**src/shared/dsm_consts.svh**
```systemverilog
// Timing and framing constants for the dual serial modem port.
`ifndef DSM_CONSTS_SVH
`define DSM_CONSTS_SVH
`define DSM_CLK_HZ        125000000
`define DSM_BAUD_DEF      115200
`define DSM_DATA_BITS     8
`define DSM_RING_MS       1
`define DSM_RING_CYCLES   ((`DSM_CLK_HZ / 1000) * `DSM_RING_MS)
`define DSM_LINE_IDLE     1'b1
`define DSM_START_LVL     1'b0
`define DSM_STOP_LVL      1'b1
`define DSM_BYTE_ZERO     8'h00
`define DSM_LAST_BIT      3'h7
`define DSM_DTR_RELEASED  1'b1
`endif

```
**src/shared/dsm_pkg.sv**
```systemverilog
// Types shared by the dual serial modem port design.
package dsm_pkg;
	// Byte stream beat with handshake.
	typedef struct packed {
		logic       valid;
		logic [7:0] data;
	} dsm_beat_t;

	// Modem-side controls from the module core.
	typedef struct packed {
		logic ring_req;
		logic call_active;
		logic primary_on;
		logic coex_req;
		logic sleep_req;
		logic wake_monitor;
	} dsm_ctrl_t;

	// Power state of the module as seen by the port.
	typedef enum logic [1:0] {
		DSM_PWR_AWAKE = 2'b00,
		DSM_PWR_SLEEP = 2'b01
	} dsm_pwr_t;

	// Serial engine state.
	typedef enum logic [1:0] {
		DSM_SER_IDLE  = 2'b00,
		DSM_SER_START = 2'b01,
		DSM_SER_DATA  = 2'b10,
		DSM_SER_STOP  = 2'b11
	} dsm_ser_t;
endpackage : dsm_pkg

```
**src/hw/dsm_port.sv**
```systemverilog
// Top of the dual serial modem port: eight-wire primary and four-wire secondary.
//
// Behaviour
// Two asynchronous serial ports face the host, an eight-line primary and a four-line secondary.
// Both ports use RS-232 style data and control signalling between module and host.
// Secondary flow control uses only the host ready input and the device clear output, sampled before sending.
// The secondary clear output tells the host whether it may transmit toward the module.
// Lines are named from the host side, so host transmit is a device input and host receive a device output.
// The ring indicator output pulses for incoming calls and short messages.
// While terminal-ready is held low the device never enters sleep.
// Terminal-ready switches the primary port between data mode and command mode.
// Activity on terminal-ready wakes the device from sleep.
// Carrier detect is asserted for as long as a data connection is in progress.
// Data-set-ready is asserted whenever the primary interface is switched on.
// The full primary port and the wireless coexistence function exclude each other.
// With wake monitoring on, any level change of terminal-ready during sleep wakes the device.
// Frames are one start bit, eight data bits, no parity and one stop bit at a configurable rate.
`timescale 1ns/100ps
`include "dsm_consts.svh"
module dsm_port #(
	parameter int DIV_W       = 16,
	parameter int RING_CYCLES = `DSM_RING_CYCLES
) (
	input  wire logic               i_clk,
	input  wire logic               i_sys_rst,
	input  wire logic [DIV_W-1:0]   i_baud_div,
	input  wire dsm_pkg::dsm_ctrl_t i_ctrl,
	input  wire logic               i_primary_host_tx_in,
	input  wire logic               i_primary_host_ready_in,
	input  wire logic               i_terminal_ready_in_n,
	input  wire logic               i_secondary_host_tx_in,
	input  wire logic               i_secondary_host_ready_in,
	input  wire dsm_pkg::dsm_beat_t i_pri_tx,
	input  wire dsm_pkg::dsm_beat_t i_sec_tx,
	input  wire logic               i_pri_rx_ready,
	input  wire logic               i_sec_rx_ready,
	output logic                    o_primary_host_rx_out,
	output logic                    o_primary_clear_out,
	output logic                    o_ring_indicator_out,
	output logic                    o_carrier_detect_out,
	output logic                    o_data_set_ready_out,
	output logic                    o_secondary_host_rx_out,
	output logic                    o_secondary_clear_out,
	output logic                    o_pri_tx_ready,
	output logic                    o_sec_tx_ready,
	output dsm_pkg::dsm_beat_t      o_pri_rx,
	output dsm_pkg::dsm_beat_t      o_sec_rx,
	output logic                    o_command_mode,
	output logic                    o_coex_granted,
	output logic                    o_sleep,
	output logic                    o_wake_pulse
);
	logic               pri_en;
	logic               pri_line;
	logic               sec_line;
	logic               pri_tx_rdy;
	logic               sec_tx_rdy;
	logic               pri_go;
	logic               sec_go;
	logic               sec_rx_busy;
	logic               dtr_q;
	logic               dtr_edge;
	logic               ring_req_q;
	logic [31:0]        ring_cnt_q;
	dsm_pkg::dsm_beat_t pri_rx_b;
	dsm_pkg::dsm_beat_t sec_rx_b;
	dsm_pkg::dsm_pwr_t  pwr_q;

	// The primary port owns its pins only while coexistence is not holding them.
	assign pri_en = i_ctrl.primary_on && !o_coex_granted;

	// Primary sends only while on and the host signals ready.
	assign pri_go = i_pri_tx.valid && pri_en && i_primary_host_ready_in;

	// Host ready is looked at before a character starts; a frame in flight completes.
	assign sec_go = i_sec_tx.valid && i_secondary_host_ready_in;

	// Primary serial engines; host transmit is our input, host receive our output.
	dsm_tx #(.DIV_W(DIV_W)) u_pri_tx (
		.i_clk     (i_clk),
		.i_sys_rst (i_sys_rst),
		.i_div     (i_baud_div),
		.i_valid   (pri_go),
		.i_data    (i_pri_tx.data),
		.o_ready   (pri_tx_rdy),
		.o_line    (pri_line)
	);

	dsm_rx #(.DIV_W(DIV_W)) u_pri_rx (
		.i_clk       (i_clk),
		.i_sys_rst   (i_sys_rst),
		.i_div       (i_baud_div),
		.i_line      (pri_en ? i_primary_host_tx_in : `DSM_LINE_IDLE),
		.o_beat      (pri_rx_b),
		.o_frame_err (),
		.o_busy      ()
	);

	// Secondary serial engines.
	dsm_tx #(.DIV_W(DIV_W)) u_sec_tx (
		.i_clk     (i_clk),
		.i_sys_rst (i_sys_rst),
		.i_div     (i_baud_div),
		.i_valid   (sec_go),
		.i_data    (i_sec_tx.data),
		.o_ready   (sec_tx_rdy),
		.o_line    (sec_line)
	);

	dsm_rx #(.DIV_W(DIV_W)) u_sec_rx (
		.i_clk       (i_clk),
		.i_sys_rst   (i_sys_rst),
		.i_div       (i_baud_div),
		.i_line      (i_secondary_host_tx_in),
		.o_beat      (sec_rx_b),
		.o_frame_err (),
		.o_busy      (sec_rx_busy)
	);

	// Serial data pins and user-side handshakes, registered for clean outputs.
	always_ff @(posedge i_clk or posedge i_sys_rst)
	begin
		if (i_sys_rst)
		begin
			o_primary_host_rx_out   <= `DSM_LINE_IDLE;
			o_secondary_host_rx_out <= `DSM_LINE_IDLE;
			o_pri_tx_ready          <= 1'b0;
			o_sec_tx_ready          <= 1'b0;
			o_pri_rx                <= '0;
			o_sec_rx                <= '0;
		end
		else
		begin
			o_primary_host_rx_out   <= pri_en ? pri_line : `DSM_LINE_IDLE;
			o_secondary_host_rx_out <= sec_line;
			o_pri_tx_ready          <= pri_tx_rdy && pri_go;
			o_sec_tx_ready          <= sec_tx_rdy && sec_go;
			o_pri_rx                <= pri_rx_b;
			o_sec_rx                <= sec_rx_b;
		end
	end

	// Clear outputs are active high here; the user side holds clear low while it has no room.
	// Secondary clear also drops while a character is being received, a conservative pacing.
	always_ff @(posedge i_clk or posedge i_sys_rst)
	begin
		if (i_sys_rst)
		begin
			o_primary_clear_out   <= 1'b0;
			o_secondary_clear_out <= 1'b0;
		end
		else
		begin
			o_primary_clear_out   <= pri_en && i_pri_rx_ready;
			o_secondary_clear_out <= i_sec_rx_ready && !sec_rx_busy;
		end
	end

	// Modem status lines: carrier follows the call, set-ready follows the port power.
	always_ff @(posedge i_clk or posedge i_sys_rst)
	begin
		if (i_sys_rst)
		begin
			o_carrier_detect_out <= 1'b0;
			o_data_set_ready_out <= 1'b0;
		end
		else
		begin
			o_carrier_detect_out <= pri_en && i_ctrl.call_active;
			o_data_set_ready_out <= pri_en;
		end
	end

	// Coexistence is granted only while the primary port is off, so both never run together.
	always_ff @(posedge i_clk or posedge i_sys_rst)
	begin
		if (i_sys_rst)
			o_coex_granted <= 1'b0;
		else
			o_coex_granted <= i_ctrl.coex_req && !i_ctrl.primary_on;
	end

	// Ring pulse: each rising request while the primary port is enabled starts a fixed-length pulse, extended if re-requested.
	always_ff @(posedge i_clk or posedge i_sys_rst)
	begin
		if (i_sys_rst)
		begin
			ring_req_q           <= 1'b0;
			ring_cnt_q           <= '0;
			o_ring_indicator_out <= 1'b0;
		end
		else
		begin
			ring_req_q <= i_ctrl.ring_req;
			if (i_ctrl.ring_req && !ring_req_q && pri_en)
			begin
				ring_cnt_q           <= 32'(RING_CYCLES - 1);
				o_ring_indicator_out <= 1'b1;
			end
			else if (ring_cnt_q != '0)
				ring_cnt_q <= ring_cnt_q - 32'h1;
			else
				o_ring_indicator_out <= 1'b0;
		end
	end

	// Terminal-ready history for edge detection; low means asserted.
	always_ff @(posedge i_clk or posedge i_sys_rst)
	begin
		if (i_sys_rst)
			dtr_q <= `DSM_DTR_RELEASED;
		else
			dtr_q <= i_terminal_ready_in_n;
	end

	assign dtr_edge = (dtr_q != i_terminal_ready_in_n);

	// Deasserted terminal-ready puts the port in command mode, asserted gives data mode.
	always_ff @(posedge i_clk or posedge i_sys_rst)
	begin
		if (i_sys_rst)
			o_command_mode <= `DSM_DTR_RELEASED;
		else
			o_command_mode <= i_terminal_ready_in_n;
	end

	// Power state: sleep only on request with terminal-ready released; asserted terminal-ready wakes, and any edge wakes with wake monitoring on.
	always_ff @(posedge i_clk or posedge i_sys_rst)
	begin
		if (i_sys_rst)
		begin
			pwr_q        <= dsm_pkg::DSM_PWR_AWAKE;
			o_sleep      <= 1'b0;
			o_wake_pulse <= 1'b0;
		end
		else
		begin
			o_wake_pulse <= 1'b0;
			unique case (pwr_q)
				dsm_pkg::DSM_PWR_AWAKE:
					if (i_ctrl.sleep_req && i_terminal_ready_in_n && !dtr_edge)
					begin
						pwr_q   <= dsm_pkg::DSM_PWR_SLEEP;
						o_sleep <= 1'b1;
					end
				dsm_pkg::DSM_PWR_SLEEP:
					if ((i_ctrl.wake_monitor && dtr_edge) || !i_terminal_ready_in_n)
					begin
						pwr_q        <= dsm_pkg::DSM_PWR_AWAKE;
						o_sleep      <= 1'b0;
						o_wake_pulse <= 1'b1;
					end
				default:
					pwr_q <= dsm_pkg::DSM_PWR_AWAKE; // An unused code falls back to awake rather than hang.
			endcase
		end
	end
endmodule : dsm_port

```
**src/hw/dsm_rx.sv**
```systemverilog
// Serial receiver: samples mid-bit, checks the stop bit.
`timescale 1ns/100ps
`include "dsm_consts.svh"
module dsm_rx #(
	parameter int DIV_W = 16
) (
	input  wire logic             i_clk,
	input  wire logic             i_sys_rst,
	input  wire logic [DIV_W-1:0] i_div,
	input  wire logic             i_line,
	output dsm_pkg::dsm_beat_t    o_beat,
	output logic                  o_frame_err,
	output logic                  o_busy
);
	dsm_pkg::dsm_ser_t st_q;
	logic [DIV_W-1:0]  cnt_q;
	logic [2:0]        bit_q;
	logic [7:0]        sh_q;
	logic              line_q;
	logic              mid;
	logic              tick;

	// Line is taken as synchronous; one register stage aids timing only.
	always_ff @(posedge i_clk or posedge i_sys_rst)
	begin
		if (i_sys_rst)
			line_q <= `DSM_LINE_IDLE;
		else
			line_q <= i_line;
	end

	assign mid    = (cnt_q == (i_div >> 1));
	assign tick   = (cnt_q >= i_div);
	assign o_busy = (st_q != dsm_pkg::DSM_SER_IDLE);

	// Bit timing counter; the start state uses the half point to centre sampling.
	always_ff @(posedge i_clk or posedge i_sys_rst)
	begin
		if (i_sys_rst)
			cnt_q <= '0;
		else if (st_q == dsm_pkg::DSM_SER_IDLE || tick || (st_q == dsm_pkg::DSM_SER_START && mid))
			cnt_q <= '0;
		else
			cnt_q <= cnt_q + 1'b1;
	end

	// Frame sequencer; a missing stop bit drops the byte and flags it.
	always_ff @(posedge i_clk or posedge i_sys_rst)
	begin
		if (i_sys_rst)
		begin
			st_q        <= dsm_pkg::DSM_SER_IDLE;
			bit_q       <= '0;
			sh_q        <= `DSM_BYTE_ZERO;
			o_beat      <= '0;
			o_frame_err <= 1'b0;
		end
		else
		begin
			o_beat.valid <= 1'b0;
			o_frame_err  <= 1'b0;
			unique case (st_q)
				dsm_pkg::DSM_SER_IDLE:
					if (line_q == `DSM_START_LVL)
						st_q <= dsm_pkg::DSM_SER_START;
				dsm_pkg::DSM_SER_START:
					if (mid)
					begin
						bit_q <= '0;
						st_q  <= (line_q == `DSM_START_LVL) ? dsm_pkg::DSM_SER_DATA : dsm_pkg::DSM_SER_IDLE;
					end
				dsm_pkg::DSM_SER_DATA:
					if (tick)
					begin
						sh_q  <= {line_q, sh_q[7:1]};
						bit_q <= bit_q + 3'h1;
						if (bit_q == `DSM_LAST_BIT)
							st_q <= dsm_pkg::DSM_SER_STOP;
					end
				dsm_pkg::DSM_SER_STOP:
					if (tick)
					begin
						if (line_q == `DSM_STOP_LVL)
						begin
							o_beat.valid <= 1'b1;
							o_beat.data  <= sh_q;
						end
						else
							o_frame_err <= 1'b1;
						st_q <= dsm_pkg::DSM_SER_IDLE;
					end
			endcase
		end
	end
endmodule : dsm_rx

```
**src/hw/dsm_tx.sv**
```systemverilog
// Serial transmitter: one start bit, eight data bits, one stop bit.
`timescale 1ns/100ps
`include "dsm_consts.svh"
module dsm_tx #(
	parameter int DIV_W = 16
) (
	input  wire logic             i_clk,
	input  wire logic             i_sys_rst,
	input  wire logic [DIV_W-1:0] i_div,
	input  wire logic             i_valid,
	input  wire logic [7:0]       i_data,
	output logic                  o_ready,
	output logic                  o_line
);
	dsm_pkg::dsm_ser_t st_q;
	logic [DIV_W-1:0]  cnt_q;
	logic [2:0]        bit_q;
	logic [7:0]        sh_q;
	logic              tick;

	// One bit period has elapsed when the counter reaches the divisor.
	assign tick = (cnt_q >= i_div);
	assign o_ready = (st_q == dsm_pkg::DSM_SER_IDLE);

	// Bit timing counter, restarted on every bit boundary.
	always_ff @(posedge i_clk or posedge i_sys_rst)
	begin
		if (i_sys_rst)
			cnt_q <= '0;
		else if (st_q == dsm_pkg::DSM_SER_IDLE || tick)
			cnt_q <= '0;
		else
			cnt_q <= cnt_q + 1'b1;
	end

	// Frame sequencer and line driver, registered so the pin is glitch free.
	always_ff @(posedge i_clk or posedge i_sys_rst)
	begin
		if (i_sys_rst)
		begin
			st_q   <= dsm_pkg::DSM_SER_IDLE;
			bit_q  <= '0;
			sh_q   <= `DSM_BYTE_ZERO;
			o_line <= `DSM_LINE_IDLE;
		end
		else
		begin
			unique case (st_q)
				dsm_pkg::DSM_SER_IDLE:
					if (i_valid)
					begin
						sh_q   <= i_data;
						o_line <= `DSM_START_LVL;
						st_q   <= dsm_pkg::DSM_SER_START;
					end
				dsm_pkg::DSM_SER_START:
					if (tick)
					begin
						o_line <= sh_q[0];
						sh_q   <= {1'b0, sh_q[7:1]};
						bit_q  <= '0;
						st_q   <= dsm_pkg::DSM_SER_DATA;
					end
				dsm_pkg::DSM_SER_DATA:
					if (tick)
					begin
						if (bit_q == `DSM_LAST_BIT)
						begin
							o_line <= `DSM_STOP_LVL;
							st_q   <= dsm_pkg::DSM_SER_STOP;
						end
						else
						begin
							o_line <= sh_q[0];
							sh_q   <= {1'b0, sh_q[7:1]};
							bit_q  <= bit_q + 3'h1;
						end
					end
				dsm_pkg::DSM_SER_STOP:
					if (tick)
						st_q <= dsm_pkg::DSM_SER_IDLE;
			endcase
		end
	end
endmodule : dsm_tx

```
**config.mk**
```make
export PLATFORM = sky130hd
export DESIGN_NAME = dsm_port
export DESIGN_NICKNAME = d
export VERILOG_FILES = /design/src/shared/dsm_pkg.sv /design/src/hw/dsm_port.sv /design/src/hw/dsm_rx.sv /design/src/hw/dsm_tx.sv
export VERILOG_INCLUDE_DIRS = /design/src /design/src/shared
export SDC_FILE = /design/constraint.sdc
export NUM_CORES = 1
export LEC_CHECK = 0
export BUFFER_PORTS_ARGS = -buffer_cell sky130_fd_sc_hd__buf_2
export CAP_MARGIN = 20
export CORE_MARGIN = 3
export CORE_UTILIZATION = 35
export DETAILED_ROUTE_END_ITERATION = 8
export PLACE_DENSITY = 0.54
export SYNTH_ARGS = -nofsm -noshare
export SYNTH_HDL_FRONTEND = slang
export SYNTH_SLANG_ARGS = --single-unit
```
**constraint.sdc**
```tcl
create_clock -name i_clk -period 7.5 [get_ports i_clk]
set_clock_uncertainty 0.05 [all_clocks]
set_input_delay 1.5 -clock i_clk [delete_from_list [all_inputs] [get_ports i_clk]]
set_output_delay 1.5 -clock i_clk [all_outputs]
set_load 0.01 [all_outputs]
```
==> out/metrics.csv <==
metric,value,unit
clk-insertion-delay-late,520,ps
rsz0062_at_grt,false,
required,7850,ps
antennaDiodeCount,0,
maxCapViolations,0,
path_cells,buf_2 > ha_1 > nand2b_1 > a2111oi_0 > nor4_1 > a221o_1 > or2_1 > a221o_1,
cp_max_fo,19,
cp-end-kind,flop,
critical_path_class,input port to flop,
htree_levels,1,
initialDrtViolationCount,388,
power_density,281.2,nW/um^2
status,completed,
synth.top_cells.by_area,"dfrtp_1 (44%), ha_1 (11%), mux2_2 (5.1%), xnor2_1 (4.9%), xor2_1 (3.7%)",
cts_max_path_buffers,3,
numCtsBuffers,25,
drc,0,
core_area,30750,um^2
crit_arrival,4140,ps
slew_viol_final,0,
fin_nets,1258,
cellLeakagePower,5.972,nW
worstHoldPathType,flop to flop,
final.setup.tns,0,ps
synth_edf_count,0,
period_needed,3785,ps
vias_per_cell,5.076,
fp.dieW,183.2,um
fmax,0.2642,GHz
postCtsSetupRepairBufs,0,
fp-row-count,64,
total_power,3.533,mW
yosys_warnings,0,
tightest_slew,1006,ps
worst_slew_margin_rel,32.93,%
layout-drive-gt1-share,17.93,%
gp_congestion,0.8536,
fin_util,40.85,%
syn_to_final_growth,14.34,%
post-route-period-util,50.46,%
wl,24270,um
grt_use_total,14.72,%
port_buffers,79,
yosys.area.top_type,dfrtp_1,
syn_area_per_cell,10.64,um^2
grt_pass1_wl,40790,um
yosysTopAreaCellShare,44.41,%
grt_max_degree,134,
yosys_register_bits,202,
ant_nets,0,
irDropWorstVdd,0.1841,mV
cp-start-kind,input port,
ys_seq_area_share,46.09,%
first_global_vias,7576,
overflow,0,
die_h,183.2,um
pin_count,80,
synth.most_common_cell,dfrtp_1,
cts_tree,built,
vias,7756,
cts-root-buf,clkbuf_16,
drt-pass1-iter-count,4,
die_area,33550,um^2
initial_utilization,35.73,%
synth.cell_area,10990,um^2
ys.flop_type,dfrtp_1,
hold_viol,0,
yosysUniqueCellTypes,71,
cts_hold_buf,0,
clkTransAtPathRegs,60,ps
cpMostUsedCell,a221o_1,
cts.sinks,202,
critical-path-max-stage-delay,550,ps
antenna_found_initial,0,
setup_viol,0,
worst_path_max_delay_cell,or2_1,
synth_cells,1033,
wire_per_inst,15.88,um
hpwl,17340,um
synthTopCellsByCount,"dfrtp_1 (195), ha_1 (96), nor2_1 (94), nand2_1 (66), xnor2_1 (62)",
ctsResizeCount,0,
synthArstFlopShare,100.0,%
synth_fp_nets,1178,
## layer usage
metal	share of wire (%)	track usage [%]	vias up
met3	4.5	2.618	31
met5	0	0	-
met4	1.9	3.291	0
met1	51	22.67	3772
li1	-	-	3825
met2	43	21.56	128
## final timing paths
check,start,to,slack [ps],cells past startpoint
min in group asynchronous,i_sys_rst,o_pri_rx[5]$_DFF_PP0_,1080,2
max in group asynchronous,i_sys_rst,u_sec_rx.sh_q[0]$_DFFE_PP0P_,4720,3
worst max-delay path,i_baud_div[0],u_sec_tx.bit_q[0]$_DFFE_PP0P_,3720,8
worst max register to register,u_sec_tx.cnt_q[0]$_DFF_PP0_,u_sec_tx.bit_q[0]$_DFFE_PP0P_,4370,8
worst min-delay path,u_sec_rx.o_beat[8]$_DFF_PP0_,o_sec_rx[8]$_DFF_PP0_,300,0
worst min register to register,u_sec_rx.o_beat[8]$_DFF_PP0_,o_sec_rx[8]$_DFF_PP0_,300,0
## critical path, delay by kind of cell
family | cells | cell delay (ps)
buffers and inverters | 1 | 130
adder cells (fa/ha/maj) | 1 | 280
AO/OA/AOI/OAI | 3 | 1430
AND/OR/NAND/NOR | 3 | 800
## kinds of logic (layout without fill, tap and decap cells)
kind of cell | after synthesis | count (layout) | share of synthesized area, %
and+or+nand+nor | 371 | 371 | 17.70
DFF | 202 | 202 | 46.09
adders and majority gates | 96 | 96 | 10.93
buffers and inverters | 71 | 170 | 2.585
AOI/OAI and AO/OA | 123 | 123 | 7.869
xor gates and xnor gates | 109 | 109 | 8.689
muxes | 61 | 61 | 6.138
## area by class of cell
| cell class | count | area (um^2) |
|---|---|---|
| fill | 3038 | 18190 |
| inverter | 42 | 165.2 |
| tap | 396 | 495.5 |
| clock inverter | 14 | 88.84 |
| multi-input combinational | 760 | 5639 |
| clock buffer | 32 | 691.9 |
| sequential | 202 | 5064 |
| timing repair buffer | 82 | 417.9 |
## per-stage QoR
| step | setup slack (ps) | hold slack [ps] | area, um^2 | cells |
|---|---|---|---|---|
| final | 3715 | 303.2 | 12560 | 1528 |
| after global routing | 3609 | 321.6 | 12560 | 1528 |
| after CTS | 3781 | 303.8 | 12560 | 1528 |
| after detailed placement | 3225 | 298.5 | 11780 | 1482 |
| after global placement | 3237 | 285.6 | 11780 | 1482 |
| after floorplan | 450.9 | 281.2 | 10990 | 1033 |
## state kept, by name, indices dropped and copies added, names as in the netlist, 2 cells and up, named ones only
signal / count
u_pri_rx.bit_q: 3
u_sec_rx.sh_q: 8
o_sec_rx: 9
u_pri_tx.st_q: 2
u_pri_tx.sh_q: 8
u_sec_tx.st_q: 2
o_pri_rx: 9
u_pri_rx.o_beat: 9
u_pri_rx.sh_q: 8
ring_cnt_q: 32
u_sec_rx.bit_q: 3
u_pri_tx.cnt_q: 16
u_sec_tx.bit_q: 3
u_sec_rx.o_beat: 9
u_sec_tx.cnt_q: 16
u_pri_tx.bit_q: 3
u_sec_tx.sh_q: 8
u_sec_rx.cnt_q: 16
u_pri_rx.cnt_q: 16
## cell usage in the layout, fill, tap and decap left out, types with 4 or more instances in the layout
cell type and n:
a21o_1 5, a21oi_1 34, a31oi_1 9, and2_1 9, and3_1 21, and4_1 7, buf_2 79, clkbuf_16 25
clkbuf_8 4, clkinv_2 9, dfrtp_1 195, dfstp_2 7, ha_1 96, inv_1 41, mux2_2 50, mux2i_1 10
nand2_1 66, nand2b_1 22, nand3_1 37, nand4_1 24, nor2_1 94, nor2b_1 10, nor3_1 33, nor4_1 11
o211ai_1 9, o21ai_0 21, o41ai_1 8, or3_1 8, or4_1 4, xnor2_1 62, xor2_1 47
## report_power, final
group,internal (mW),switching (mW),leakage (nW)
logic,0.445,0.565,2.90
registers,1.24,0.145,2.68
clock network,0.656,0.478,0.397
total,2.35,1.19,5.97
Note: power is estimated with default switching activity, not from simulation.
